`src/core/rx_irq_pkg.sv`:
```
// constants for the receiver status and interrupt mask block
// assumes a plain register port with byte-wide registers at printed offsets
package rx_irq_pkg;
  localparam int          ADDR_W           = 8;
  localparam int          DATA_W           = 8;
  localparam int          NUM_SRC          = 8;
  localparam logic [7:0]  OFS_SRC_STATUS   = 8'h14;
  localparam logic [7:0]  OFS_SLIP_STATUS  = 8'h15;
  localparam logic [7:0]  OFS_MASK_MAIN    = 8'h16;
  localparam logic [7:0]  OFS_MASK_SLIP    = 8'h17;
  localparam logic [7:0]  OFS_MODE_1       = 8'h18;
  localparam logic [7:0]  OFS_MODE_2       = 8'h19;
  localparam logic [7:0]  OFS_IRQ_STATUS   = 8'h1A;
  localparam logic [7:0]  OFS_IRQ_STATUS_2 = 8'h1B;
  localparam logic [7:0]  MASK_RESET       = 8'h00;
  localparam logic [7:0]  MODE_RESET       = 8'h00;
  localparam int          BIT_BUF_XFER     = 0;
  localparam int          BIT_SLIP         = 0;
  localparam int          SLIP_WINDOW_PCT  = 5;
  typedef enum logic [1:0]
  {
    TRIG_RISE    = 2'b00,
    TRIG_FALL    = 2'b01,
    TRIG_LEVEL   = 2'b10,
    TRIG_RSVD    = 2'b11
  } trig_mode_t;
endpackage

```
`src/core/receiver_status_interrupt_mask.sv`:
```
// receiver status flags, interrupt masks, trigger modes and sticky interrupt status
// assumes status condition inputs come from other clock domains and frame strobes are async
// Summary of operation
// - the buffer transfer flag reads 1 once a receive-to-user buffer transfer completes, else 0.
// - the slip status register is read-only with bits 7..1 zero and bit 0 the slip flag.
// - the slip flag is 1 when an output sample was dropped or repeated, else 0.
// - the slip condition raises an interrupt only when its mask bit at 0x17 is set.
// - with one slave port fed by the receiver, the slip flag and interrupt apply to that port.
// - a slip is flagged when the slave word clock edge falls within five percent of the frame edge.
// - the main mask register holds eight enables in the status bit order.
// - mask bits reset to 0 (masked) and writing 1 enables the matching interrupt.
// - the slip mask register reads zero in bits 7..1 with the slip enable in bit 0.
// - the slip mask bit resets to 0 and 1 enables the slip interrupt.
// - each source has a two-bit trigger: rising, falling, level, or reserved.
// - conditions of the main status register interrupt only when unmasked at 0x16.
`timescale 1ns/1ps
`default_nettype none
module receiver_status_interrupt_mask
  import rx_irq_pkg::*;
#(
  parameter int FRAME_CYCLES = 64
)
(
  input  wire logic                  clk_sys_i,
  input  wire logic                  rst_i,
  input  wire logic [ADDR_W-1:0]     addr_i,
  input  wire logic [DATA_W-1:0]     wdata_i,
  input  wire logic                  wr_i,
  input  wire logic                  rd_i,
  output logic      [DATA_W-1:0]     rdata_o,
  input  wire logic [NUM_SRC-1:0]    src_cond_i,
  input  wire logic                  frame_edge_i,
  input  wire logic                  word_clock_i,
  output logic                       irq_o
);
  import rx_irq_pkg::*;

  // status, frame edge and word clock inputs pass two flops before use; the register port inputs are used directly
  logic [NUM_SRC+1:0] meta_reg;
  logic [NUM_SRC+1:0] sync_reg;
  logic [NUM_SRC+1:0] prev_reg;
  logic [DATA_W-1:0]  mask_main_reg;
  logic               mask_slip_reg;
  logic [15:0]        mode_reg;
  logic [NUM_SRC-1:0] irq_stat_reg;
  logic               slip_irq_reg;
  logic               slip_flag_reg;
  logic [15:0]        since_frame_reg;
  logic [DATA_W-1:0]  rdata_reg;

  always_ff @(posedge clk_sys_i or posedge rst_i)
  begin
    if (rst_i)
    begin
      meta_reg <= '0;
      sync_reg <= '0;
      prev_reg <= '0;
    end
    else
    begin
      meta_reg <= {word_clock_i, frame_edge_i, src_cond_i};
      sync_reg <= meta_reg;
      prev_reg <= sync_reg;
    end
  end

  wire logic [NUM_SRC-1:0] cond      = sync_reg[NUM_SRC-1:0];
  wire logic [NUM_SRC-1:0] cond_prev = prev_reg[NUM_SRC-1:0];
  wire logic frame_rise = sync_reg[NUM_SRC] & ~prev_reg[NUM_SRC];
  wire logic word_rise  = sync_reg[NUM_SRC+1] & ~prev_reg[NUM_SRC+1];

  function automatic logic trig_hit(input logic [1:0] m, input logic now, input logic was);
    case (m)
      TRIG_RISE:  trig_hit = now & ~was;
      TRIG_FALL:  trig_hit = ~now & was;
      TRIG_LEVEL: trig_hit = now;
      default:    trig_hit = 1'b0; // reserved mode never fires
    endcase
  endfunction

  // mode bit pairs: source i uses mode_reg[2i+1:2i]; 0x18 holds sources 3..0
  wire logic [NUM_SRC-1:0] src_hit;
  genvar g;
  generate
    for (g = 0; g < NUM_SRC; g++)
    begin : g_trig
      assign src_hit[g] = trig_hit(mode_reg[2*g+1 -: 2], cond[g], cond_prev[g]);
    end
  endgenerate

  // slip window: five percent of a frame either side of the receiver frame edge
  localparam int WIN_CYCLES = (FRAME_CYCLES * SLIP_WINDOW_PCT) / 100;
  wire logic in_window = (since_frame_reg <= 16'(WIN_CYCLES))
                       | (since_frame_reg >= 16'(FRAME_CYCLES - WIN_CYCLES));
  // single slave port assumed, so one flag and one interrupt serve it
  wire logic slip_event = word_rise & in_window;

  wire logic sel_mask_main = (addr_i == OFS_MASK_MAIN);
  wire logic sel_mask_slip = (addr_i == OFS_MASK_SLIP);
  wire logic sel_mode_1    = (addr_i == OFS_MODE_1);
  wire logic sel_mode_2    = (addr_i == OFS_MODE_2);
  wire logic sel_irq_main  = (addr_i == OFS_IRQ_STATUS);
  wire logic sel_irq_slip  = (addr_i == OFS_IRQ_STATUS_2);
  wire logic sel_slip_stat = (addr_i == OFS_SLIP_STATUS);
  wire logic [NUM_SRC-1:0] irq_w1c = (wr_i && sel_irq_main) ? wdata_i : '0;
  wire logic slip_w1c  = wr_i && sel_irq_slip && wdata_i[BIT_SLIP];
  // reading the slip status register consumes the flag, but a new slip wins
  wire logic slip_rdclr = rd_i && sel_slip_stat;

  always_ff @(posedge clk_sys_i or posedge rst_i)
  begin
    if (rst_i)
      since_frame_reg <= '0;
    else if (frame_rise)
      since_frame_reg <= '0;
    else if (since_frame_reg != 16'hFFFF)
      since_frame_reg <= since_frame_reg + 16'h0001;
  end

  always_ff @(posedge clk_sys_i or posedge rst_i)
  begin
    if (rst_i)
    begin
      mask_main_reg <= MASK_RESET;
      mask_slip_reg <= 1'b0;
      mode_reg      <= {MODE_RESET, MODE_RESET};
    end
    else if (wr_i)
    begin
      if (sel_mask_main)
        mask_main_reg <= wdata_i;
      if (sel_mask_slip)
        mask_slip_reg <= wdata_i[BIT_SLIP];
      if (sel_mode_1)
        mode_reg[7:0] <= wdata_i;
      if (sel_mode_2)
        mode_reg[15:8] <= wdata_i;
    end
  end

  // sticky flags: set wins over clear in the same cycle
  always_ff @(posedge clk_sys_i or posedge rst_i)
  begin
    if (rst_i)
    begin
      irq_stat_reg  <= '0;
      slip_irq_reg  <= 1'b0;
      slip_flag_reg <= 1'b0;
    end
    else
    begin
      irq_stat_reg  <= (irq_stat_reg & ~irq_w1c) | src_hit;
      slip_irq_reg  <= (slip_irq_reg & ~slip_w1c) | slip_event;
      slip_flag_reg <= (slip_flag_reg & ~slip_rdclr) | slip_event;
    end
  end

  assign irq_o = |(irq_stat_reg & mask_main_reg) | (slip_irq_reg & mask_slip_reg);

  logic [DATA_W-1:0] rd_mux;
  always_comb
  begin
    case (addr_i)
      OFS_SRC_STATUS:   rd_mux = cond;
      OFS_SLIP_STATUS:  rd_mux = {7'h00, slip_flag_reg};
      OFS_MASK_MAIN:    rd_mux = mask_main_reg;
      OFS_MASK_SLIP:    rd_mux = {7'h00, mask_slip_reg};
      OFS_MODE_1:       rd_mux = mode_reg[7:0];
      OFS_MODE_2:       rd_mux = mode_reg[15:8];
      OFS_IRQ_STATUS:   rd_mux = irq_stat_reg;
      OFS_IRQ_STATUS_2: rd_mux = {7'h00, slip_irq_reg};
      default:          rd_mux = 8'h00;
    endcase
  end

  always_ff @(posedge clk_sys_i or posedge rst_i)
  begin
    if (rst_i)
      rdata_reg <= '0;
    else if (rd_i)
      rdata_reg <= rd_mux;
    else
      rdata_reg <= '0;
  end
  assign rdata_o = rdata_reg;
endmodule
`default_nettype wire

```
`config.mk`:
```
export PLATFORM = sky130hd
export DESIGN_NAME = receiver_status_interrupt_mask
export DESIGN_NICKNAME = d
export VERILOG_FILES = /design/src/core/rx_irq_pkg.sv /design/src/core/receiver_status_interrupt_mask.sv
export SDC_FILE = /design/constraint.sdc
export NUM_CORES = 1
export LEC_CHECK = 0
export BUFFER_PORTS_ARGS = -buffer_cell sky130_fd_sc_hd__buf_2
export CORE_UTILIZATION = 35
export DETAILED_ROUTE_END_ITERATION = 10
export PLACE_DENSITY = 0.49
export SKIP_LAST_GASP = 1
export SYNTH_ARGS = -nofsm -noshare
export SYNTH_HDL_FRONTEND = slang
export SYNTH_SLANG_ARGS = --single-unit
```
`constraint.sdc`:
```
create_clock -name clk_sys_i -period 3.7 [get_ports clk_sys_i]
set_clock_uncertainty 0.15 [all_clocks]
set_input_delay 0.555 -clock clk_sys_i [delete_from_list [all_inputs] [get_ports clk_sys_i]]
set_output_delay 0.555 -clock clk_sys_i [all_outputs]
set_load 0.1 [all_outputs]
```
==> run summary, run 1 <==
Status - finished clean
Max-cap violations - 0
Worst Setup SP - mask_main_reg[4]
Power per standard cell area - 456 nW/um2
Core Rows - 38
Layout cells sized above 1 - 0.167
WP data arrival - 1700 ps
Type of origin of the critical path - flop
Avg Cell Area, Syn - 11.6 um2
Switching share of power - 0.267
Cts hold-fix bufs - 0
DIE WIDTH - 109 um
Number of global-route vias before repair - 2,872
Yosys top cell area share - 0.560
Seq cells post-synth - 89
Final Hold Fails - 0
Post-layout min period - 2410 ps
H-tree levels - 3
Crit Path Class - reg2out
Antenna Cells - 0
Peak supply drop - 0.256 mV
Comb power frac - 0.094
CP Max Fanout - 3
Post-synth top flop - dfrtp_1
GPL Wtd Cong - 0.776
Worst r2r src - since_frame_reg[0]
Total gr overflow - 0
Pre-Repair DR Iteration Count - 4
Die area - 11,800 um2
Largest net degree at the start of global routing - 90
# setup viols final - 0
CORE AREA - 10,900 um2
Syn. warnings - 0
Clk_lat worst skew - 340 ps
Max Fclk - 416 MHz
Post-Syn Area - 3980 um2
Crit path required time - 2990 ps
IO Count - 39
Port bufs - 38
Initial antenna violation count - 0
Total wire length - 9.23 mm
Starting Density - 0.364
Clock network fraction of total power - 0.399
DR vias - 2,912
Crit path capture type - output pin
Clock Pin Slew Worst Setup and Hold Paths - 60 ps
Most frequent cells after synthesis - dfrtp_1 (89), nand2_1 (26), mux2_1 (24)
Initial drt markers - 142
Clock Path Buffers - 2
TritonCTS Buffers - 9
Slew Limit Headroom - 0.384
Hold crit path type - in2async
Post-CTS Resized - 0
Total chip power - 2.11 mW
Drt wl/cell - 17.4 um
Worst path cell trace - a22o_1, a221oi_1, nand3_1, buf_2
Die H - 109 um
Fillers - 1,084
Max-slew violations - 0
Area contributors post-synth - dfrtp_1 (56%), mux2_1 (6.8%), nor2b_1 (2.5%), nand2_1 (2.5%), a32oi_1 (2.2%)
Leakage Power - 2.00 nW
Area grow syn2layout - 16.0%
Worst slew pin tran - 922 ps
Crit-path slowest cell - dfrtp_1
Cells after Synth - 343
Vias per cell - 5.49
Drc violations - 0
Setup TNS - 0 ps
Async SR Flop Fraction - 1.00
DP Wirelength - 6.37 mm
GRT Util Overall - 0.173
P_sw - 0.563 mW
Final net count - 418
Netlist cell types - 52
Sequential share of power - 0.507
Clock Sinks - 89
Worst path max stage delay - 390 ps
CTS tree - built
Antenna viol nets, final - 0
Register area share after synthesis - 0.560
Most frequent cell after synthesis - dfrtp_1
Cell-internal power - 1.54 mW
Post-synth EDFFs - 0
First-pass GRT wire length - 15.1 mm
RSZ-0062 raised after global routing - no
Synthesized net count - 376
CTS Root Cell - clkbuf_16
Dominant cell type by area after synthesis - dfrtp_1
Buffers inserted by post-CTS timing repair - 0
Period utilisation layout - 0.650
routing by layer:
layer,part of all wire,up-vias,GRT usage
met5,0,-,0
met4,0.015,0,0.0820
met3,0.038,11,0.0353
met2,0.49,58,0.283
met1,0.46,1455,0.219
li1,-,1388,-
worst paths after layout:
path | to | slack [ps] | cells after the start
max | irq_o | 1290 | 4
min | meta_reg[3] | 150 | 3
max reg2reg | since_frame_reg[11] | 1510 | 5
min reg2reg | sync_reg[0] | 200 | 0
max in group asynchronous | prev_reg[9] | 2890 | 3
min in group clk_sys_i | meta_reg[2] | 170 | 1
critical path, delay by kind of cell, from the launching register on:
family                 cells  cell delay [ps]
AOI/OAI and AO/OA          2              510
buffers and inverters      1              310
DFF                        1              390
and+or+nand+nor            1              140
through the flow:
stage	cell area (um2)	utilization	cells	hold WS (ps)	setup WS, ps
3_3_place_gp	4340	0.397	514	182	1040
4_1_cts	4610	0.422	530	148	1290
6_report	4610	0.422	530	153	1290
3_5_place_dp	4340	0.397	514	185	1050
5_1_grt	4610	0.422	530	150	1240
2_1_floorplan	3980	-	343	181	688
placed cells by master (no fill, tap or decap), drive strengths merged, types with 5 or more instances in the layout:
cell     n
buf     42
and3    10
inv      7
nand4    5
clkinv   6
a221o    8
nor3b    8
nand2   26
o22ai    5
nor2    10
dfrtp   89
nor4     5
nor2b   16
mux2    25
clkbuf   9
nand3   11
o21ai   14
a22o     7
nor3     7
a21oi   17
a32oi   10
final cells by class:
cell class                      instances  area [um2]  share of cell area
Sequential cell                        89        2230               0.483
Multi-Input combinational cell        235        1680               0.363
Timing Repair Buffer                   42         233              0.0504
Clock buffer                            9         225              0.0488
Tap cell                              140         175              0.0380
Clock inverter                          7        47.5              0.0103
Inverter                                8        31.3             0.00678
kinds of logic after synthesis:
| family | Yosys count | synth area share |
|---|---|---|
| AOI/OAI and AO/OA | 83 | 0.150 |
| adders and majority gates | 3 | 0.00943 |
| buffers and inverters | 19 | 0.0192 |
| DFF | 89 | 0.560 |
| muxes | 28 | 0.0783 |
| and+or+nand+nor | 121 | 0.184 |
power groups by stage:
stage          sequential [mW]  clock (mW)  combinational, mW
2_1_floorplan             1.06           0              0.147
3_3_place_gp              1.08           0              0.200
3_5_place_dp              1.09           0              0.201
4_1_cts                   1.07       0.877              0.201
5_1_grt                   1.07       0.909              0.222
6_report                  1.07       0.840              0.197
(Power assumes the default switching activity.)
==> inputs of run 2 (changes only) <==
- clock period: 3.7 -> 2.5 ns (I/O delays scaled with it)
==> run summary, run 2 (synthesized netlist as in run 1, its figures left out) <==
Status - finished clean
CTS Root Cell - clkbuf_16
Largest net degree at the start of global routing - 90 (unchanged)
Leakage Power - 2.12 nW (+5.9%)
Setup TNS - 0 ps (unchanged)
Switching share of power - 0.272 (+0.00411)
Crit path required time - 1980 ps (-1010 ps)
Cell-internal power - 2.32 mW (+50%)
CORE AREA - 10,900 um2 (unchanged)
Crit-path slowest cell - dfrtp_1
Final Hold Fails - 0 (unchanged)
Worst reg2reg setup slack - 470 ps (-1040 ps)
Starting Density - 0.364 (unchanged)
CTS tree - built
DR vias - 3,021 (+3.7%)
Post-CTS Resized - 0 (unchanged)
Placement-stage cell area - 4450 um2 (+2.5%)
Clock network fraction of total power - 0.403 (+0.004)
CP Max Fanout - 3 (unchanged)
Drt wl/cell - 17.4 um (-0.36%)
IO Count - 39 (unchanged)
H-tree levels - 3 (unchanged)
Buffers inserted by post-CTS timing repair - 0 (unchanged)
Crit path capture type - output pin
Worst path cell trace - a22o_1, a221oi_1, nand3_1, buf_2
Commonest cells after routing, fill and taps aside - dfrtp_1 (89), buf_2 (38), nand2_1 (26), mux2_1 (24)
P_sw - 0.864 mW (+53%)
Total wire length - 9.61 mm (+4.1%)
Type of origin of the critical path - flop
Top delay family on crit path - compound AO/OA/AOI/OAI gates
Power per standard cell area - 659 nW/um2 (+44%)
Max Fclk - 448 MHz
Antenna viol nets, final - 0 (unchanged)
CP bufs+invs - 1 (unchanged)
Die H - 109 um (unchanged)
Number of global-route vias before repair - 2,982 (+3.8%)
Total gr overflow - 0 (unchanged)
Final Cell Area - 4830 um2 (+4.7%)
TritonCTS Buffers - 9 (unchanged)
Port bufs - 38 (unchanged)
Area grow syn2layout - 21.4%
Clock Pin Slew Worst Setup and Hold Paths - 70 ps (about the same)
Crit Path Class - reg2out
WP data arrival - 1710 ps (about the same)
Initial drt markers - 129 (-9.2%)
Clock Sinks - 89 (unchanged)
Total chip power - 3.18 mW (+51%)
Slew Limit Headroom - 0.659 (+0.275)
Pre-Repair DR Iteration Count - 4 (unchanged)
Initial antenna violation count - 0 (unchanged)
Cts hold-fix bufs - 10 (+10)
FF+latch area - 2230 um2 (unchanged)
Layout cells sized above 1 - 0.191 (+0.0242)
Core Rows - 38 (unchanged)
Period utilisation layout - 0.893
Multi-input logic area - 1680 um2 (unchanged)
Post-layout min period - 2230 ps
Commonest non-fill, non-tap cell in the layout - dfrtp_1
Comb power frac - 0.101 (+0.007)
Final net count - 442 (+5.7%)
Clk_lat worst skew - 340 ps (about the same)
Hold slack final - 13.9 ps (-139 ps)
Worst path max stage delay - 410 ps (+20 ps)
DP Wirelength - 6.71 mm (+5.4%)
Sequential share of power - 0.496 (-0.011)
Drc violations - 0 (unchanged)
Antenna Cells - 0 (unchanged)
Max-slew violations - 0 (unchanged)
Vias per cell - 5.45 (-0.75%)
Max-cap violations - 0 (unchanged)
GPL Wtd Cong - 0.773 (-0.36%)
Hold crit path type - in2async
Die area - 11,800 um2 (unchanged)
Fin cells - 554 (+4.5%)
Clock Path Buffers - 2 (unchanged)
# setup viols final - 0 (unchanged)
RSZ-0062 raised after global routing - no
Worst slew pin tran - 511 ps (-411 ps)
Placed insts - 528 (+2.7%)
DIE WIDTH - 109 um (unchanged)
GRT Util Overall - 0.179 (+0.00572)
Fillers - 1,069 (-1.4%)
Peak supply drop - 0.360 mV (+40%)
First-pass GRT wire length - 15.7 mm (+3.7%)
## run 2: cell types whose count changed in the layout (fill, tap and decap cells not counted), sizes merged
cell	delta
dlygate4sd3	+10
inv	+2
clkinv	-2
buf	+14
## run 2: tightest hold or removal path, cell delays in order
cell and delay [ps]:
buf_2 110, clkinvlp_4 70, buf_12 380
## run 2: cell type report
type	instances	share of cell area
clock buffers	9	0.0466
clock inverters	7	0.0114
inverters	8	0.00699
multi-input cells	235	0.347
well taps	140	0.0363
repair buffers	66	0.0907
flip-flops and latches	89	0.461
## run 2: routing by layer
metal,GRT usage,part of all wire,vias up
met5,0,0,-
met4,0.0724,0.020,0
met2,0.303,0.50,71
met3,0.0377,0.034,16
li1,-,-,1439
met1,0.222,0.45,1495
## run 2: path summary, 6_finish.rpt
| kind | from | endpoint | cells after the start |
|---|---|---|---|
| min | rst_i | meta_reg[4] | 3 |
| max reg2reg | since_frame_reg[0] | since_frame_reg[13] | 6 |
| min in group clk_sys_i | wdata_i[2] | mode_reg[2] | 2 |
| max | mask_main_reg[4] | irq_o | 4 |
| max in group asynchronous | rst_i | irq_stat_reg[6] | 3 |
| min reg2reg | meta_reg[4] | sync_reg[4] | 0 |
## run 2: per-stage QoR
| stage | setup slack, ps | util |
|---|---|---|
| after floorplan | 417 | - |
| after global placement | 237 | 0.407 |
| after detailed placement | 194 | 0.407 |
| after CTS | 240 | 0.442 |
| after global routing | 211 | 0.442 |
| final | 268 | 0.442 |
## run 2: power by group through the flow
stage               Sequential, mW  Combinational [mW]  Clock (mW)
floorplan                     1.58               0.218           0
global placement              1.60               0.310           0
detailed placement            1.61               0.314           0
CTS                           1.58               0.327        1.32
global route                  1.59               0.358        1.38
finish                        1.58               0.321        1.28
==> inputs of run 3 (changes only) <==
- CTS_BUF_LIST: not set -> sky130_fd_sc_hd__clkbuf_16
- PLACE_DENSITY: 0.49 -> not set
==> run summary, run 3 (synthesized netlist as in run 1, its figures left out) <==
Antenna viol nets, final - 0 (unchanged)
Worst path max stage delay - 410 ps (about the same)
RSZ-0062 raised after global routing - no
Sequential share of power - 0.488 (-0.008)
Clock Sinks - 89 (unchanged)
Pre-Repair DR Iteration Count - 4 (unchanged)
Met2 WL - 4.39 mm (-7.8%)
CP bufs+invs - 1 (unchanged)
Total chip power - 3.23 mW (+1.6%)
Top delay family on crit path - compound AO/OA/AOI/OAI gates
Peak supply drop - 0.379 mV (+5.4%)
CORE AREA - 10,900 um2 (unchanged)
Power per standard cell area - 670 nW/um2 (+1.8%)
Switching share of power - 0.257 (-0.0143)
Setup TNS - 0 ps (unchanged)
Period utilisation layout - 0.895 (+0.00218)
DIE WIDTH - 109 um (unchanged)
Largest net degree at the start of global routing - 90 (unchanged)
Total gr overflow - 0 (unchanged)
Leakage Power - 2.10 nW (-0.83%)
H-tree levels - 3 (unchanged)
CTS tree - built
Initial antenna violation count - 1 (+1)
M1 WL - 4.19 mm (-3.2%)
Commonest cells after routing, fill and taps aside - dfrtp_1 (89), buf_2 (38), nand2_1 (26), mux2_1 (24), a21oi_1 (17)
DP Wirelength - 6.31 mm (-6.0%)
P_sw - 0.832 mW (-3.7%)
Final net count - 439 (-0.68%)
Worst slew pin tran - 739 ps (+228 ps)
Die area - 11,800 um2 (unchanged)
Hold slack final - 10.4 ps (-3.52 ps)
Detail Route met3 WL - 495 um (+50%)
R2r worst-path depth - 6 (unchanged)
Initial drt markers - 192 (+49%)
Total wire length - 9.20 mm (-4.3%)
Post-CTS Resized - 0 (unchanged)
Crit path capture type - output pin
Top layer used by detailed routing - met5
Clock Path Buffers - 2 (unchanged)
GRT Util Overall - 0.170 (-0.00851)
Clock network fraction of total power - 0.416 (+0.013)
Slew Limit Headroom - 0.503 (-0.156)
Drt wl/cell - 16.7 um (-3.8%)
CP Max Fanout - 3 (unchanged)
Commonest non-fill, non-tap cell in the layout - dfrtp_1
Crit-path slowest cell - dfrtp_1
DR vias - 3,025 (+0.13%)
Max Fclk - 447 MHz (-0.24%)
First-pass GRT wire length - 15.2 mm (-3.2%)
WP data arrival - 1710 ps (about the same)
Max-cap violations - 0 (unchanged)
GPL Wtd Cong - 0.786 (+1.7%)
Cell-internal power - 2.40 mW (+3.6%)
Crit path required time - 1980 ps (about the same)
Antenna Cells - 0 (unchanged)
Layout cells sized above 1 - 0.182 (-0.00834)
Fillers - 1,044 (-2.3%)
Worst Setup SP - mask_main_reg[4]
Max-slew violations - 0 (unchanged)
Clock Pin Slew Worst Setup and Hold Paths - 60 ps (about the same)
CTS Root Cell - clkbuf_16
Comb power frac - 0.096 (-0.005)
Worst r2r src - since_frame_reg[0]
Drc violations - 0 (unchanged)
Final Hold Fails - 0 (unchanged)
IO Count - 39 (unchanged)
TritonCTS Buffers - 9 (unchanged)
Vias per cell - 5.49 (+0.68%)
Type of origin of the critical path - flop
Number of global-route vias before repair - 2,895 (-2.9%)
Levels on crit path - 4 (unchanged)
# setup viols final - 0 (unchanged)
Starting Density - 0.364 (unchanged)
Status - finished clean
Hold crit path type - in2async
Worst path cell trace - a22o_1, a221oi_1, nand3_1, buf_2
Crit Path Class - reg2out
Clk_lat worst skew - 340 ps (about the same)
Area grow syn2layout - 21.2%
Die H - 109 um (unchanged)
Post-layout min period - 2240 ps (+5.44 ps)
Core Rows - 38 (unchanged)
Port bufs - 38 (unchanged)
-- run 3: path summary, 6_finish.rpt --
check | endpoint | slack (ps)
hold reg to reg | sync_reg[0] | 200
setup / recovery | irq_o | 260
setup reg to reg | since_frame_reg[11] | 510
min in group clk_sys_i | mode_reg[9] | 150
hold / removal | sync_reg[4] | 10
max in group asynchronous | irq_stat_reg[6] | 1820
-- run 3: layout make-up --
class                           count  area (um2)  share of cell area
Tap cell                          140         175              0.0363
Timing Repair Buffer               63         415              0.0861
Inverter                            8        33.8             0.00701
Clock inverter                      7        70.1              0.0145
Clock buffer                        9         225              0.0467
Multi-Input combinational cell    235        1680               0.347
Sequential cell                    89        2230               0.462
-- run 3: layer usage --
| layer | track usage | vias up |
|---|---|---|
| met5 | 0 | - |
| met4 | 0.0502 | 2 |
| met3 | 0.0496 | 9 |
| met2 | 0.273 | 73 |
| met1 | 0.224 | 1507 |
| li1 | - | 1434 |
-- run 3: metrics by stage --
step / instance area, um2 / setup WS [ps] / util / std cells
floorplan: 3980 / 417 / - / 343
global placement: 4430 / 248 / 0.405 / 525
detailed placement: 4430 / 215 / 0.405 / 525
CTS: 4820 / 244 / 0.441 / 551
global route: 4820 / 200 / 0.441 / 551
finish: 4820 / 262 / 0.441 / 551
-- run 3: worst min-delay path: stages --
cell        delay [ps]
buf_2              110
clkinvlp_4          70
buf_12             370
-- run 3: power by group through the flow --
| stage | Clock [mW] | Combinational (mW) | Sequential (mW) |
|---|---|---|---|
| 2_1_floorplan | 0 | 0.218 | 1.58 |
| 3_3_place_gp | 0 | 0.297 | 1.60 |
| 3_5_place_dp | 0 | 0.302 | 1.60 |
| 4_1_cts | 1.38 | 0.315 | 1.58 |
| 5_1_grt | 1.45 | 0.350 | 1.59 |
| 6_report | 1.34 | 0.312 | 1.58 |
-- run 3: what timing repair did --
action	in CTS	in global routing
buffers inserted	0	0
endpoints found under the hold margin	10	0
hold buffers	10	0
